[config.mk]
export PLATFORM = sky130hd
export DESIGN_NAME = ubd_dma_req
export DESIGN_NICKNAME = d
export VERILOG_FILES = /design/src/core/ubd_pkg.sv /design/src/core/ubd_dma_req.sv /design/src/core/ubd_fifo.sv /design/src/core/ubd_sync.sv
export SDC_FILE = /design/constraint.sdc
export NUM_CORES = 1
export LEC_CHECK = 0
export ABC_AREA = 1
export BUFFER_PORTS_ARGS = -buffer_cell sky130_fd_sc_hd__clkbuf_2
export CAP_MARGIN = 40
export CORE_MARGIN = 5
export CORE_UTILIZATION = 55
export CTS_CLUSTER_DIAMETER = 120
export DETAILED_ROUTE_END_ITERATION = 12
export PLACE_DENSITY = 0.77
export SYNTH_ARGS = -nofsm -noshare
export SYNTH_HDL_FRONTEND = slang
export SYNTH_SLANG_ARGS = --single-unit
[constraint.sdc]
create_clock -name i_mclk -period 6.4 [get_ports i_mclk]
set_input_delay 1.92 -clock i_mclk [delete_from_list [all_inputs] [get_ports i_mclk]]
set_output_delay 1.92 -clock i_mclk [all_outputs]
set_load 0.005 [all_outputs]
[src/core/ubd_pkg.sv]
// shared constants and types for the bulk endpoint dma request block
package ubd_pkg;

  // ==========================================================
  // register indexes
  localparam logic [1:0] REG_PIN_POLARITY_SELECT_IDX = 2'h0;
  localparam logic [1:0] REG_DMACTL_IDX = 2'h1;
  localparam logic [1:0] REG_INTVL_IDX = 2'h2;
  localparam logic [1:0] REG_STATUS_IDX = 2'h3;

  // ==========================================================
  // field layouts
  typedef struct packed {
    logic [4:0] rsvd;
    logic dma_acknowledge_pin_low;
    logic dma_request_pin_high;
    logic intr_high;
  } ubd_pol_type;

  typedef struct packed {
    logic pause;
    logic [1:0] rsvd;
    logic demand;
    logic width16;
    logic cnt_ins;
    logic dual;
    logic enable;
  } ubd_ctl_type;

  typedef struct packed {
    logic [7:0] data;
    logic valid;
  } ubd_byte_type;

  localparam ubd_pol_type POL_RST = '0;
  localparam ubd_ctl_type CTL_RST = '0;
  localparam logic [7:0] INTVL_RST = 8'h00;
  localparam logic [1:0] FIRST_BULK_EP = 2'h1;

  // ==========================================================
  // timing
  localparam int CLK_PERIOD_NS = 25;
  localparam int BIT_TIME_NS = 84;
  localparam int REQ_EN_TIME_NS = 50;
  localparam int BIT_CYC = (BIT_TIME_NS + CLK_PERIOD_NS - 1) / CLK_PERIOD_NS;
  localparam int REQ_EN_CYC =
    (REQ_EN_TIME_NS + CLK_PERIOD_NS - 1) / CLK_PERIOD_NS;
  localparam int GAP_W = 12;

endpackage

[src/core/ubd_dma_req.sv]
// dma request and acknowledge logic for the first bulk endpoint
`timescale 1ns/1ps
module ubd_dma_req #(
  parameter int FIFO_DEPTH = 8
) (
  input wire logic i_mclk,
  input wire logic i_rst_b,
  input wire logic i_ce,
  input wire logic i_soft_rst,
  // register port
  input wire logic i_reg_wr,
  input wire logic [1:0] i_reg_idx,
  input wire logic [7:0] i_reg_wdata,
  output logic [7:0] o_reg_rdata,
  // endpoint side
  input wire logic i_dir_in,
  input wire logic [1:0] i_ep_num,
  input wire logic [6:0] i_max_pkt,
  input wire logic i_rx_pkt_good,
  input wire logic [6:0] i_rx_byte_cnt,
  input wire ubd_pkg::ubd_byte_type i_rx_byte,
  output logic o_rx_ready,
  input wire logic i_tx_prep,
  input wire logic i_tx_acked,
  input wire logic i_tx_rdy_set,
  output ubd_pkg::ubd_byte_type o_tx_byte,
  input wire logic i_tx_ready,
  output logic o_rx_pkt_rdy,
  output logic o_tx_pkt_rdy,
  // dma pins
  output logic o_dma_request_pin,
  input wire logic i_dma_acknowledge_pin,
  input wire logic i_dma_cs,
  input wire logic i_dma_rd,
  input wire logic i_dma_wr,
  input wire logic [15:0] i_dma_data,
  output logic [15:0] o_dma_data,
  output logic o_dma_data_oe
);
  import ubd_pkg::*;

  localparam int CW = $clog2(FIFO_DEPTH + 1);
  localparam logic [CW-1:0] DEPTH_C = CW'(FIFO_DEPTH);

  typedef enum logic [1:0] {ST_IDLE, ST_RD_HI, ST_WR_HI} ubd_mv_type;

  ubd_pol_type pol_r;
  ubd_ctl_type ctl_r;
  logic [7:0] intvl_r;
  ubd_mv_type st_r;
  logic rx_rdy_r;
  logic tx_rdy_r;
  logic hdr_pend_r;
  logic [6:0] cnt_r;
  logic [6:0] rem_r;
  logic [6:0] tx_cnt_r;
  logic [7:0] hi_byte_r;
  logic [GAP_W-1:0] gap_r;
  logic dma_request_pin_act_r;
  logic dma_request_pin_act_nxt;
  logic rd_d_r;
  logic wr_d_r;
  logic [19:0] pins_s;
  logic dma_acknowledge_pin_s;
  logic cs_s;
  logic rd_s;
  logic wr_s;
  logic [15:0] wd_s;
  logic clr;
  logic ep_ok;
  logic sel;
  logic rd_acc;
  logic wr_acc;
  logic acc_done;
  logic rx_cond;
  logic tx_cond;
  logic f_in_valid;
  logic [7:0] f_in_data;
  logic f_in_ready;
  logic f_out_valid;
  logic [7:0] f_out_data;
  logic f_pop;
  logic [CW-1:0] f_cnt;
  logic rx_pop;
  logic tx_push;
  logic [7:0] tx_push_data;
  logic tx_full_pkt;

  function automatic logic [GAP_W-1:0] gap_cycles(input logic [7:0] n);
    gap_cycles = GAP_W'(REQ_EN_CYC) + GAP_W'(n) * GAP_W'(BIT_CYC);
  endfunction

  assign clr = !i_rst_b || i_soft_rst;
  assign ep_ok = (i_ep_num == FIRST_BULK_EP);

  // ==========================================================
  // pin synchronisers
  ubd_sync #(.WIDTH(20)) u_sync (
    .i_mclk(i_mclk),
    .i_ce(i_ce),
    .i_async({i_dma_acknowledge_pin, i_dma_cs, i_dma_rd, i_dma_wr,
              i_dma_data}),
    .o_sync(pins_s)
  );
  assign {dma_acknowledge_pin_s, cs_s, rd_s, wr_s, wd_s} = pins_s;

  // address mode select
  // single mode uses acknowledge, dual mode uses chip select instead
  assign sel = ctl_r.dual ? cs_s : (dma_acknowledge_pin_s ^ pol_r.dma_acknowledge_pin_low);
  assign rd_acc = sel && rd_s && !rd_d_r && !i_dir_in && st_r == ST_IDLE;
  assign wr_acc = sel && wr_s && !wr_d_r && i_dir_in && st_r == ST_IDLE;

  always_ff @(posedge i_mclk) begin
    if (!i_rst_b) begin
      rd_d_r <= 1'b0;
      wr_d_r <= 1'b0;
    end else if (i_ce) begin
      rd_d_r <= rd_s;
      wr_d_r <= wr_s;
    end
  end

  // ==========================================================
  // registers
  // reset polarities
  always_ff @(posedge i_mclk) begin
    if (clr) begin
      pol_r <= POL_RST;
      ctl_r <= CTL_RST;
      intvl_r <= INTVL_RST;
    end else if (i_ce && i_reg_wr) begin
      case (i_reg_idx)
        REG_PIN_POLARITY_SELECT_IDX: pol_r <= ubd_pol_type'({5'h00, i_reg_wdata[2:0]});
        REG_DMACTL_IDX: ctl_r <= ubd_ctl_type'(i_reg_wdata & 8'h9F);
        REG_INTVL_IDX: intvl_r <= i_reg_wdata;
        default: ;
      endcase
    end
  end

  always_ff @(posedge i_mclk) begin
    if (clr) begin
      o_reg_rdata <= 8'h00;
    end else if (i_ce) begin
      case (i_reg_idx)
        REG_PIN_POLARITY_SELECT_IDX: o_reg_rdata <= pol_r;
        REG_DMACTL_IDX: o_reg_rdata <= ctl_r;
        REG_INTVL_IDX: o_reg_rdata <= intvl_r;
        default: o_reg_rdata <= {5'h00, dma_request_pin_act_r, tx_rdy_r, rx_rdy_r};
      endcase
    end
  end

  // ==========================================================
  // staging fifo, direction chosen by endpoint configuration
  assign f_in_valid = i_dir_in ? tx_push : i_rx_byte.valid;
  assign f_in_data = i_dir_in ? tx_push_data : i_rx_byte.data;
  assign f_pop = i_dir_in ? i_tx_ready : rx_pop;
  assign o_rx_ready = !i_dir_in && f_in_ready;
  assign o_tx_byte.valid = i_dir_in && f_out_valid;
  assign o_tx_byte.data = f_out_data;

  ubd_fifo #(.WIDTH(8), .DEPTH(FIFO_DEPTH)) u_fifo (
    .i_mclk(i_mclk),
    .i_rst_b(i_rst_b && !i_soft_rst),
    .i_ce(i_ce),
    .i_in_valid(f_in_valid),
    .i_in_data(f_in_data),
    .o_in_ready(f_in_ready),
    .o_out_valid(f_out_valid),
    .o_out_data(f_out_data),
    .i_out_ready(f_pop),
    .o_count(f_cnt)
  );

  // ==========================================================
  // byte mover
  // width select drives the two-phase word path
  assign rx_pop = (rd_acc && !hdr_pend_r) ||
                  (st_r == ST_RD_HI && f_out_valid);
  assign tx_push = wr_acc || st_r == ST_WR_HI;
  assign tx_push_data = wr_acc ? wd_s[7:0] : hi_byte_r;
  assign acc_done = (rd_acc && (hdr_pend_r || !ctl_r.width16 ||
                    rem_r == 7'h01)) ||
                    (wr_acc && !ctl_r.width16) ||
                    (st_r == ST_RD_HI && f_out_valid) ||
                    st_r == ST_WR_HI;

  always_ff @(posedge i_mclk) begin
    if (clr) begin
      st_r <= ST_IDLE;
    end else if (i_ce) begin
      case (st_r)
        ST_IDLE: begin
          if (rd_acc && !hdr_pend_r && ctl_r.width16 && rem_r != 7'h01)
            st_r <= ST_RD_HI;
          else if (wr_acc && ctl_r.width16)
            st_r <= ST_WR_HI;
        end
        ST_RD_HI: if (f_out_valid) st_r <= ST_IDLE;
        ST_WR_HI: st_r <= ST_IDLE;
        default: st_r <= ST_IDLE;
      endcase
    end
  end

  always_ff @(posedge i_mclk) begin
    if (clr) begin
      o_dma_data <= 16'h0000;
      hi_byte_r <= 8'h00;
    end else if (i_ce) begin
      if (wr_acc) hi_byte_r <= wd_s[15:8];
      if (rd_acc && hdr_pend_r) begin
        o_dma_data <= {8'h00, 1'b0, cnt_r};
      end else if (rd_acc) begin
        o_dma_data <= {8'h00, f_out_data};
      end else if (st_r == ST_RD_HI && f_out_valid) begin
        o_dma_data[15:8] <= f_out_data;
      end
    end
  end

  assign o_dma_data_oe = sel && rd_s && !i_dir_in;

  // ==========================================================
  // receive packet state
  always_ff @(posedge i_mclk) begin
    if (clr) begin
      rx_rdy_r <= 1'b0;
      hdr_pend_r <= 1'b0;
      cnt_r <= 7'h00;
      rem_r <= 7'h00;
    end else if (i_ce) begin
      if (rd_acc && hdr_pend_r) hdr_pend_r <= 1'b0;
      if (rx_pop) rem_r <= rem_r - 7'h01;
      if (rx_rdy_r && rem_r == 7'h00 && !hdr_pend_r && st_r == ST_IDLE)
        rx_rdy_r <= 1'b0;
      // good packet sets ready; set wins over clear
      if (i_rx_pkt_good && ep_ok && !i_dir_in) begin
        rx_rdy_r <= 1'b1;
        cnt_r <= i_rx_byte_cnt;
        rem_r <= i_rx_byte_cnt;
        hdr_pend_r <= ctl_r.cnt_ins;
      end
    end
  end

  // ==========================================================
  // transmit packet state
  assign tx_full_pkt = tx_push && (tx_cnt_r + 7'h01 >= i_max_pkt);

  always_ff @(posedge i_mclk) begin
    if (clr) begin
      tx_rdy_r <= 1'b0;
      tx_cnt_r <= 7'h00;
    end else if (i_ce) begin
      if (tx_push) tx_cnt_r <= tx_cnt_r + 7'h01;
      if (i_tx_acked && ep_ok && i_dir_in) tx_rdy_r <= 1'b0;
      // full packet sets ready, software sets short one
      if (tx_full_pkt || i_tx_rdy_set) begin
        tx_rdy_r <= 1'b1;
        tx_cnt_r <= 7'h00;
      end
    end
  end

  assign o_rx_pkt_rdy = rx_rdy_r;
  assign o_tx_pkt_rdy = tx_rdy_r;

  // ==========================================================
  // request conditions
  // a 16-bit read waits for two staged bytes unless only one is left
  assign rx_cond = rx_rdy_r && (hdr_pend_r ||
                   (rem_r != 7'h00 && f_cnt >= ((ctl_r.width16 &&
                   rem_r != 7'h01) ? CW'(2) : CW'(1))));
  // transmit request while fifo has room and packet not ready
  assign tx_cond = i_tx_prep && !tx_rdy_r && !tx_full_pkt &&
                   (DEPTH_C - f_cnt) >= CW'(2);

  always_ff @(posedge i_mclk) begin
    if (clr) begin
      gap_r <= '0;
    end else if (i_ce) begin
      // gap of enable time plus n bit times
      if (acc_done && !ctl_r.demand) gap_r <= gap_cycles(intvl_r);
      else if (gap_r != '0) gap_r <= gap_r - 1'b1;
    end
  end

  // single drops per access, demand holds across accesses
  // demand still drops if the endpoint side starves the staging fifo
  always_comb begin
    dma_request_pin_act_nxt = ctl_r.enable && !ctl_r.pause &&
                   (i_dir_in ? tx_cond : rx_cond);
    if (!ctl_r.demand && (st_r != ST_IDLE || gap_r != '0 || rd_acc ||
        wr_acc || acc_done))
      dma_request_pin_act_nxt = 1'b0;
  end

  always_ff @(posedge i_mclk) begin
    if (clr) begin
      dma_request_pin_act_r <= 1'b0;
      o_dma_request_pin <= 1'b1;
    end else if (i_ce) begin
      dma_request_pin_act_r <= dma_request_pin_act_nxt;
      o_dma_request_pin <= dma_request_pin_act_nxt ~^ pol_r.dma_request_pin_high;
    end
  end
endmodule

[src/core/ubd_fifo.sv]
// byte staging fifo with valid and ready on both sides
`timescale 1ns/1ps
module ubd_fifo #(
  parameter int WIDTH = 8,
  parameter int DEPTH = 8
) (
  input wire logic i_mclk,
  input wire logic i_rst_b,
  input wire logic i_ce,
  input wire logic i_in_valid,
  input wire logic [WIDTH-1:0] i_in_data,
  output logic o_in_ready,
  output logic o_out_valid,
  output logic [WIDTH-1:0] o_out_data,
  input wire logic i_out_ready,
  output logic [$clog2(DEPTH+1)-1:0] o_count
);
  localparam int AW = $clog2(DEPTH);
  localparam int CW = $clog2(DEPTH+1);
  localparam logic [CW-1:0] FULL = CW'(DEPTH);

  logic [WIDTH-1:0] mem_r [DEPTH];
  logic [AW-1:0] wr_ptr_r;
  logic [AW-1:0] rd_ptr_r;
  logic push;
  logic pop;

  assign o_in_ready = (o_count != FULL);
  assign o_out_valid = (o_count != '0);
  assign o_out_data = mem_r[rd_ptr_r];
  assign push = i_in_valid && o_in_ready;
  assign pop = o_out_valid && i_out_ready;

  function automatic logic [AW-1:0] ptr_inc(input logic [AW-1:0] p);
    ptr_inc = (p == AW'(DEPTH - 1)) ? '0 : p + 1'b1;
  endfunction

  // ==========================================================
  // pointers and occupancy
  always_ff @(posedge i_mclk) begin
    if (!i_rst_b) begin
      wr_ptr_r <= '0;
      rd_ptr_r <= '0;
      o_count <= '0;
    end else if (i_ce) begin
      if (push) wr_ptr_r <= ptr_inc(wr_ptr_r);
      if (pop) rd_ptr_r <= ptr_inc(rd_ptr_r);
      if (push && !pop) o_count <= o_count + 1'b1;
      else if (pop && !push) o_count <= o_count - 1'b1;
    end
  end

  always_ff @(posedge i_mclk) begin
    if (i_ce && push) begin
      mem_r[wr_ptr_r] <= i_in_data;
    end
  end
endmodule

[src/core/ubd_sync.sv]
// two flip-flop synchroniser for pin inputs
`timescale 1ns/1ps
module ubd_sync #(
  parameter int WIDTH = 1
) (
  input wire logic i_mclk,
  input wire logic i_ce,
  input wire logic [WIDTH-1:0] i_async,
  output logic [WIDTH-1:0] o_sync
);
  logic [WIDTH-1:0] meta_r;

  // ==========================================================
  // no reset: pins carry no state worth clearing
  always_ff @(posedge i_mclk) begin
    if (i_ce) begin
      meta_r <= i_async;
      o_sync <= meta_r;
    end
  end
endmodule

==> run_summary.xml <==
<?xml version="1.0" encoding="UTF-8"?>
<metrics>
  <group name="clocking">
    <metric name="clk_pin_slew" unit="ps">60</metric>
    <metric name="cts.path.max_buffers" unit="">3</metric>
    <metric name="cts_num_sinks" unit="">208</metric>
    <metric name="cts.repair.resized" unit="">0</metric>
    <metric name="cts_htree_levels" unit="">1</metric>
    <metric name="cts_hold_buf" unit="">0</metric>
    <metric name="cts.repair_timing.setup_buffer_count" unit="">0</metric>
    <metric name="worstSkewPairLatency" unit="ps">510</metric>
    <metric name="cts_inserted_buffers" unit="">22</metric>
    <metric name="cts_tree" unit="">built</metric>
    <metric name="clk_root_buffer_cell" unit="">clkbuf_16</metric>
  </group>
  <group name="global_routing">
    <metric name="number_of_global_route_vias_before_repair" unit="">6808</metric>
    <metric name="grt_use_total" unit="">0.206</metric>
    <metric name="globalRouteOverflowTotal" unit="">0</metric>
    <metric name="largest_net_degree_at_the_start_of_global_routing" unit="">68</metric>
    <metric name="grt_first_pass_wirelength" unit="µm">33300</metric>
    <metric name="antenna_found_initial" unit="">0</metric>
  </group>
  <group name="yosys">
    <metric name="synth_seq_area_share" unit="">0.568</metric>
    <metric name="synth.avg_cell_area" unit="µm²">9.08</metric>
    <metric name="synth_ff_type" unit="">edfxtp_1</metric>
    <metric name="synth-seq-cells" unit="">208</metric>
    <metric name="netlist-cell-type-count" unit="">47</metric>
    <metric name="synth_top_cell_area_share" unit="">0.341</metric>
    <metric name="yosys_warnings" unit="">0</metric>
    <metric name="synth_cells" unit="">1008</metric>
    <metric name="synth_top_cells_by_area" unit="">edfxtp_1, dfxtp_1, nor2_1, o21ai_0, nand2_1</metric>
    <metric name="syn-num-nets" unit="">1098</metric>
    <metric name="asyncSetResetFlopFracSynth" unit="">0</metric>
    <metric name="edff_count_synth" unit="">104</metric>
    <metric name="synth_largest_area_cell" unit="">edfxtp_1</metric>
    <metric name="syn_area" unit="mm²">0.00916</metric>
  </group>
  <group name="timing">
    <metric name="timing_max_transition_violations_final" unit="">0</metric>
    <metric name="worst_pin_slew" unit="ps">818</metric>
    <metric name="fin_skew" unit="ps">16.7</metric>
    <metric name="setup-violations-final" unit="">0</metric>
    <metric name="worst_hold_slack" unit="ps">417</metric>
    <metric name="final.setup.tns" unit="ps">0</metric>
    <metric name="final_worst_path_period_share" unit="">0.729</metric>
    <metric name="layout_setup_ws" unit="ps">1730</metric>
    <metric name="achievable-frequency" unit="GHz">0.214</metric>
    <metric name="worst_slew_margin_rel" unit="">0.453</metric>
    <metric name="finalCriticalPeriod" unit="ps">4670</metric>
    <metric name="setup_repair_after_global_routing_missed_its_margin" unit="">no</metric>
    <metric name="finalHoldViolations" unit="">0</metric>
  </group>
  <group name="detailed_routing">
    <metric name="drt-initial-drc-count" unit="">562</metric>
    <metric name="drtPass1Iterations" unit="">6</metric>
    <metric name="vias" unit="">7264</metric>
    <metric name="ant_nets" unit="">0</metric>
    <metric name="routed_wirelength" unit="µm">20300</metric>
    <metric name="vias_per_cell" unit="">5.41</metric>
    <metric name="drc_violation_count_after_routing" unit="">0</metric>
    <metric name="routed_wire_length_per_instance" unit="µm">15.2</metric>
  </group>
  <group name="power">
    <metric name="peakVddDrop" unit="V">0.000208</metric>
    <metric name="p_per_area" unit="mW/mm²">283</metric>
    <metric name="leakagePower" unit="nW">4.26</metric>
    <metric name="total_power" unit="mW">2.97</metric>
  </group>
  <group name="finish">
    <metric name="diodes" unit="">0</metric>
    <metric name="stdcell_count" unit="">1342</metric>
    <metric name="area_growth_syn_to_layout" unit="%">14.6</metric>
    <metric name="fill_cells" unit="">1351</metric>
    <metric name="fin_area" unit="mm²">0.0105</metric>
    <metric name="finish.utilization" unit="">0.637</metric>
    <metric name="layout.nets" unit="">1196</metric>
    <metric name="layout_cell_share_with_drive_strength_beyond_1" unit="">0.154</metric>
    <metric name="ff_latch_area" unit="mm²">0.00520</metric>
    <metric name="multi_input_comb_area" unit="mm²">0.00343</metric>
  </group>
  <group name="place">
    <metric name="globalplace.congestion" unit="">0.883</metric>
    <metric name="post-place-ws" unit="ps">1740</metric>
    <metric name="number_of_port_buffers" unit="">103</metric>
    <metric name="detailedPlacementHpwl" unit="µm">14100</metric>
    <metric name="placement.cell_area" unit="mm²">0.00984</metric>
    <metric name="dp_cells" unit="">1302</metric>
  </group>
  <group name="setup_path">
    <metric name="worstPathCellList" unit="">clkbuf_2 &gt; inv_2 &gt; nor2_1 &gt; clkbuf_2</metric>
    <metric name="timing.critical_path.to_type" unit="">primary output</metric>
    <metric name="crit_arrival" unit="ps">2750</metric>
    <metric name="start_kind" unit="">input pin</metric>
    <metric name="maximum_fanout_along_the_worst_path" unit="">16</metric>
    <metric name="worst_path_slowest_cell" unit="">clkbuf_2</metric>
    <metric name="critical_path.most_common_cell" unit="">clkbuf_2</metric>
    <metric name="timing.setup.critical_path_class" unit="">in -&gt; out</metric>
    <metric name="cpPeakStageDelay" unit="ps">310</metric>
    <metric name="reg2reg_setup_slack" unit="ps">3370</metric>
    <metric name="required" unit="ps">4480</metric>
  </group>
  <group name="floorplanning">
    <metric name="floorplan.die.width" unit="µm">139</metric>
    <metric name="core_area" unit="mm²">0.0165</metric>
    <metric name="count_of_standard_cell_rows" unit="">47</metric>
    <metric name="initial_standard_cell_utilization_of_the_core" unit="">0.556</metric>
    <metric name="die-area" unit="mm²">0.0193</metric>
    <metric name="die_height" unit="µm">139</metric>
    <metric name="boundaryPins" unit="">104</metric>
  </group>
  <group name="run_status">
    <metric name="run_status" unit="">complete, no violations</metric>
  </group>
  <group name="worst_hold_path">
    <metric name="hold_path_class" unit="">reg -&gt; reg</metric>
  </group>
  <group name="run">
    <metric name="drv.max_cap_violation_count" unit="">0</metric>
  </group>
</metrics>
[cells in the final DEF, fill, tap and decap left out, drive strengths merged, types with 13 or more instances in the layout]
cell    netlist  layout
ha           23      23
clkbuf       21     134
o21ai       114     114
a21oi        83      83
nand3        33      33
nor2        189     189
inv          91      91
nand2       144     144
edfxtp      104     104
dfxtp       104     104
o22ai        16      16
a31oi        13      13
[worst paths after layout]
check / start / end / depth (start not counted)
hold reg to reg: u_sync.meta_r[6] / u_sync.o_sync[6] / 0
setup reg to reg: u_fifo.o_count[0] / u_fifo.o_count[3] / 18
setup / recovery: i_dir_in / o_tx_byte[0] / 4
hold / removal: u_sync.meta_r[6] / u_sync.o_sync[6] / 0
[Yosys cell counts (2+ instances only)]
library cell / count
xor2_1: 10
nand3_4: 2
clkinv_1: 2
o21ai_1: 2
nand2_2: 5
nand2_4: 2
nand3_1: 29
ha_1: 23
nor2_2: 2
inv_2: 9
o221ai_1: 4
buf_2: 8
o21ai_0: 106
xnor2_1: 5
o211ai_1: 4
nor3_1: 5
a31oi_1: 13
inv_1: 81
nand2_1: 137
dfxtp_1: 104
o21ai_2: 6
nand3_2: 2
o22ai_1: 16
nand4_1: 8
edfxtp_1: 104
a21oi_1: 82
buf_6: 2
a22oi_1: 10
nor2_1: 187
clkbuf_1: 21
[final cells by class]
class | instances | area share
clock inverters | 8 | 0.00513
inverters | 93 | 0.0335
clock buffers | 32 | 0.0570
well taps | 220 | 0.0262
repair buffers | 108 | 0.0546
flip-flops and latches | 208 | 0.496
multi-input cells | 673 | 0.327
[critical path, delay by kind of cell]
kind          cells  cell delay, ps
buf+inv           3             660
simple gates      1             160
[report_power, final]
| part | switching [mW] | internal, mW | total, mW |
|---|---|---|---|
| clock | 0.498 | 0.653 | 1.15 |
| combinational | 0.220 | 0.123 | 0.342 |
| sequential | 0.0254 | 1.45 | 1.47 |
[cell families after synthesis]
family	Yosys count	synth area share
compound gates	249	0.151
simple gates	385	0.175
xor+xnor	15	0.0143
flops	208	0.568
buf+inv	127	0.0573
fa+ha+maj	24	0.0336
[layer usage]
metal  vias to the layer above  global-route usage  routed length, µm
met5                         -                   0                  0
met4                         0              0.0669                545
met3                        40              0.0359               1520
met2                       277               0.324               9170
met1                      3313               0.293               9100
li1                       3634                   -                  -
[state kept, by name (all words and copies together), names as in the netlist, named ones only]
name                   cells
rem_r                      7
o_dma_data                16
u_fifo.wr_ptr_r            3
rd_d_r                     1
wr_d_r                     1
u_fifo.mem_r              64
st_r                       2
hi_byte_r                  8
pol_r                      3
u_fifo.o_count             4
dma_request_pin_act_r      1
o_reg_rdata                8
cnt_r                      7
u_fifo.rd_ptr_r            3
tx_cnt_r                   7
o_dma_request_pin          1
o_rx_pkt_rdy               1
hdr_pend_r                 1
u_sync.o_sync             20
intvl_r                    8
gap_r                     12
u_sync.meta_r             20
o_tx_pkt_rdy               1
ctl_r                      6
No activity file was read; power rests on OpenSTA's default activity.
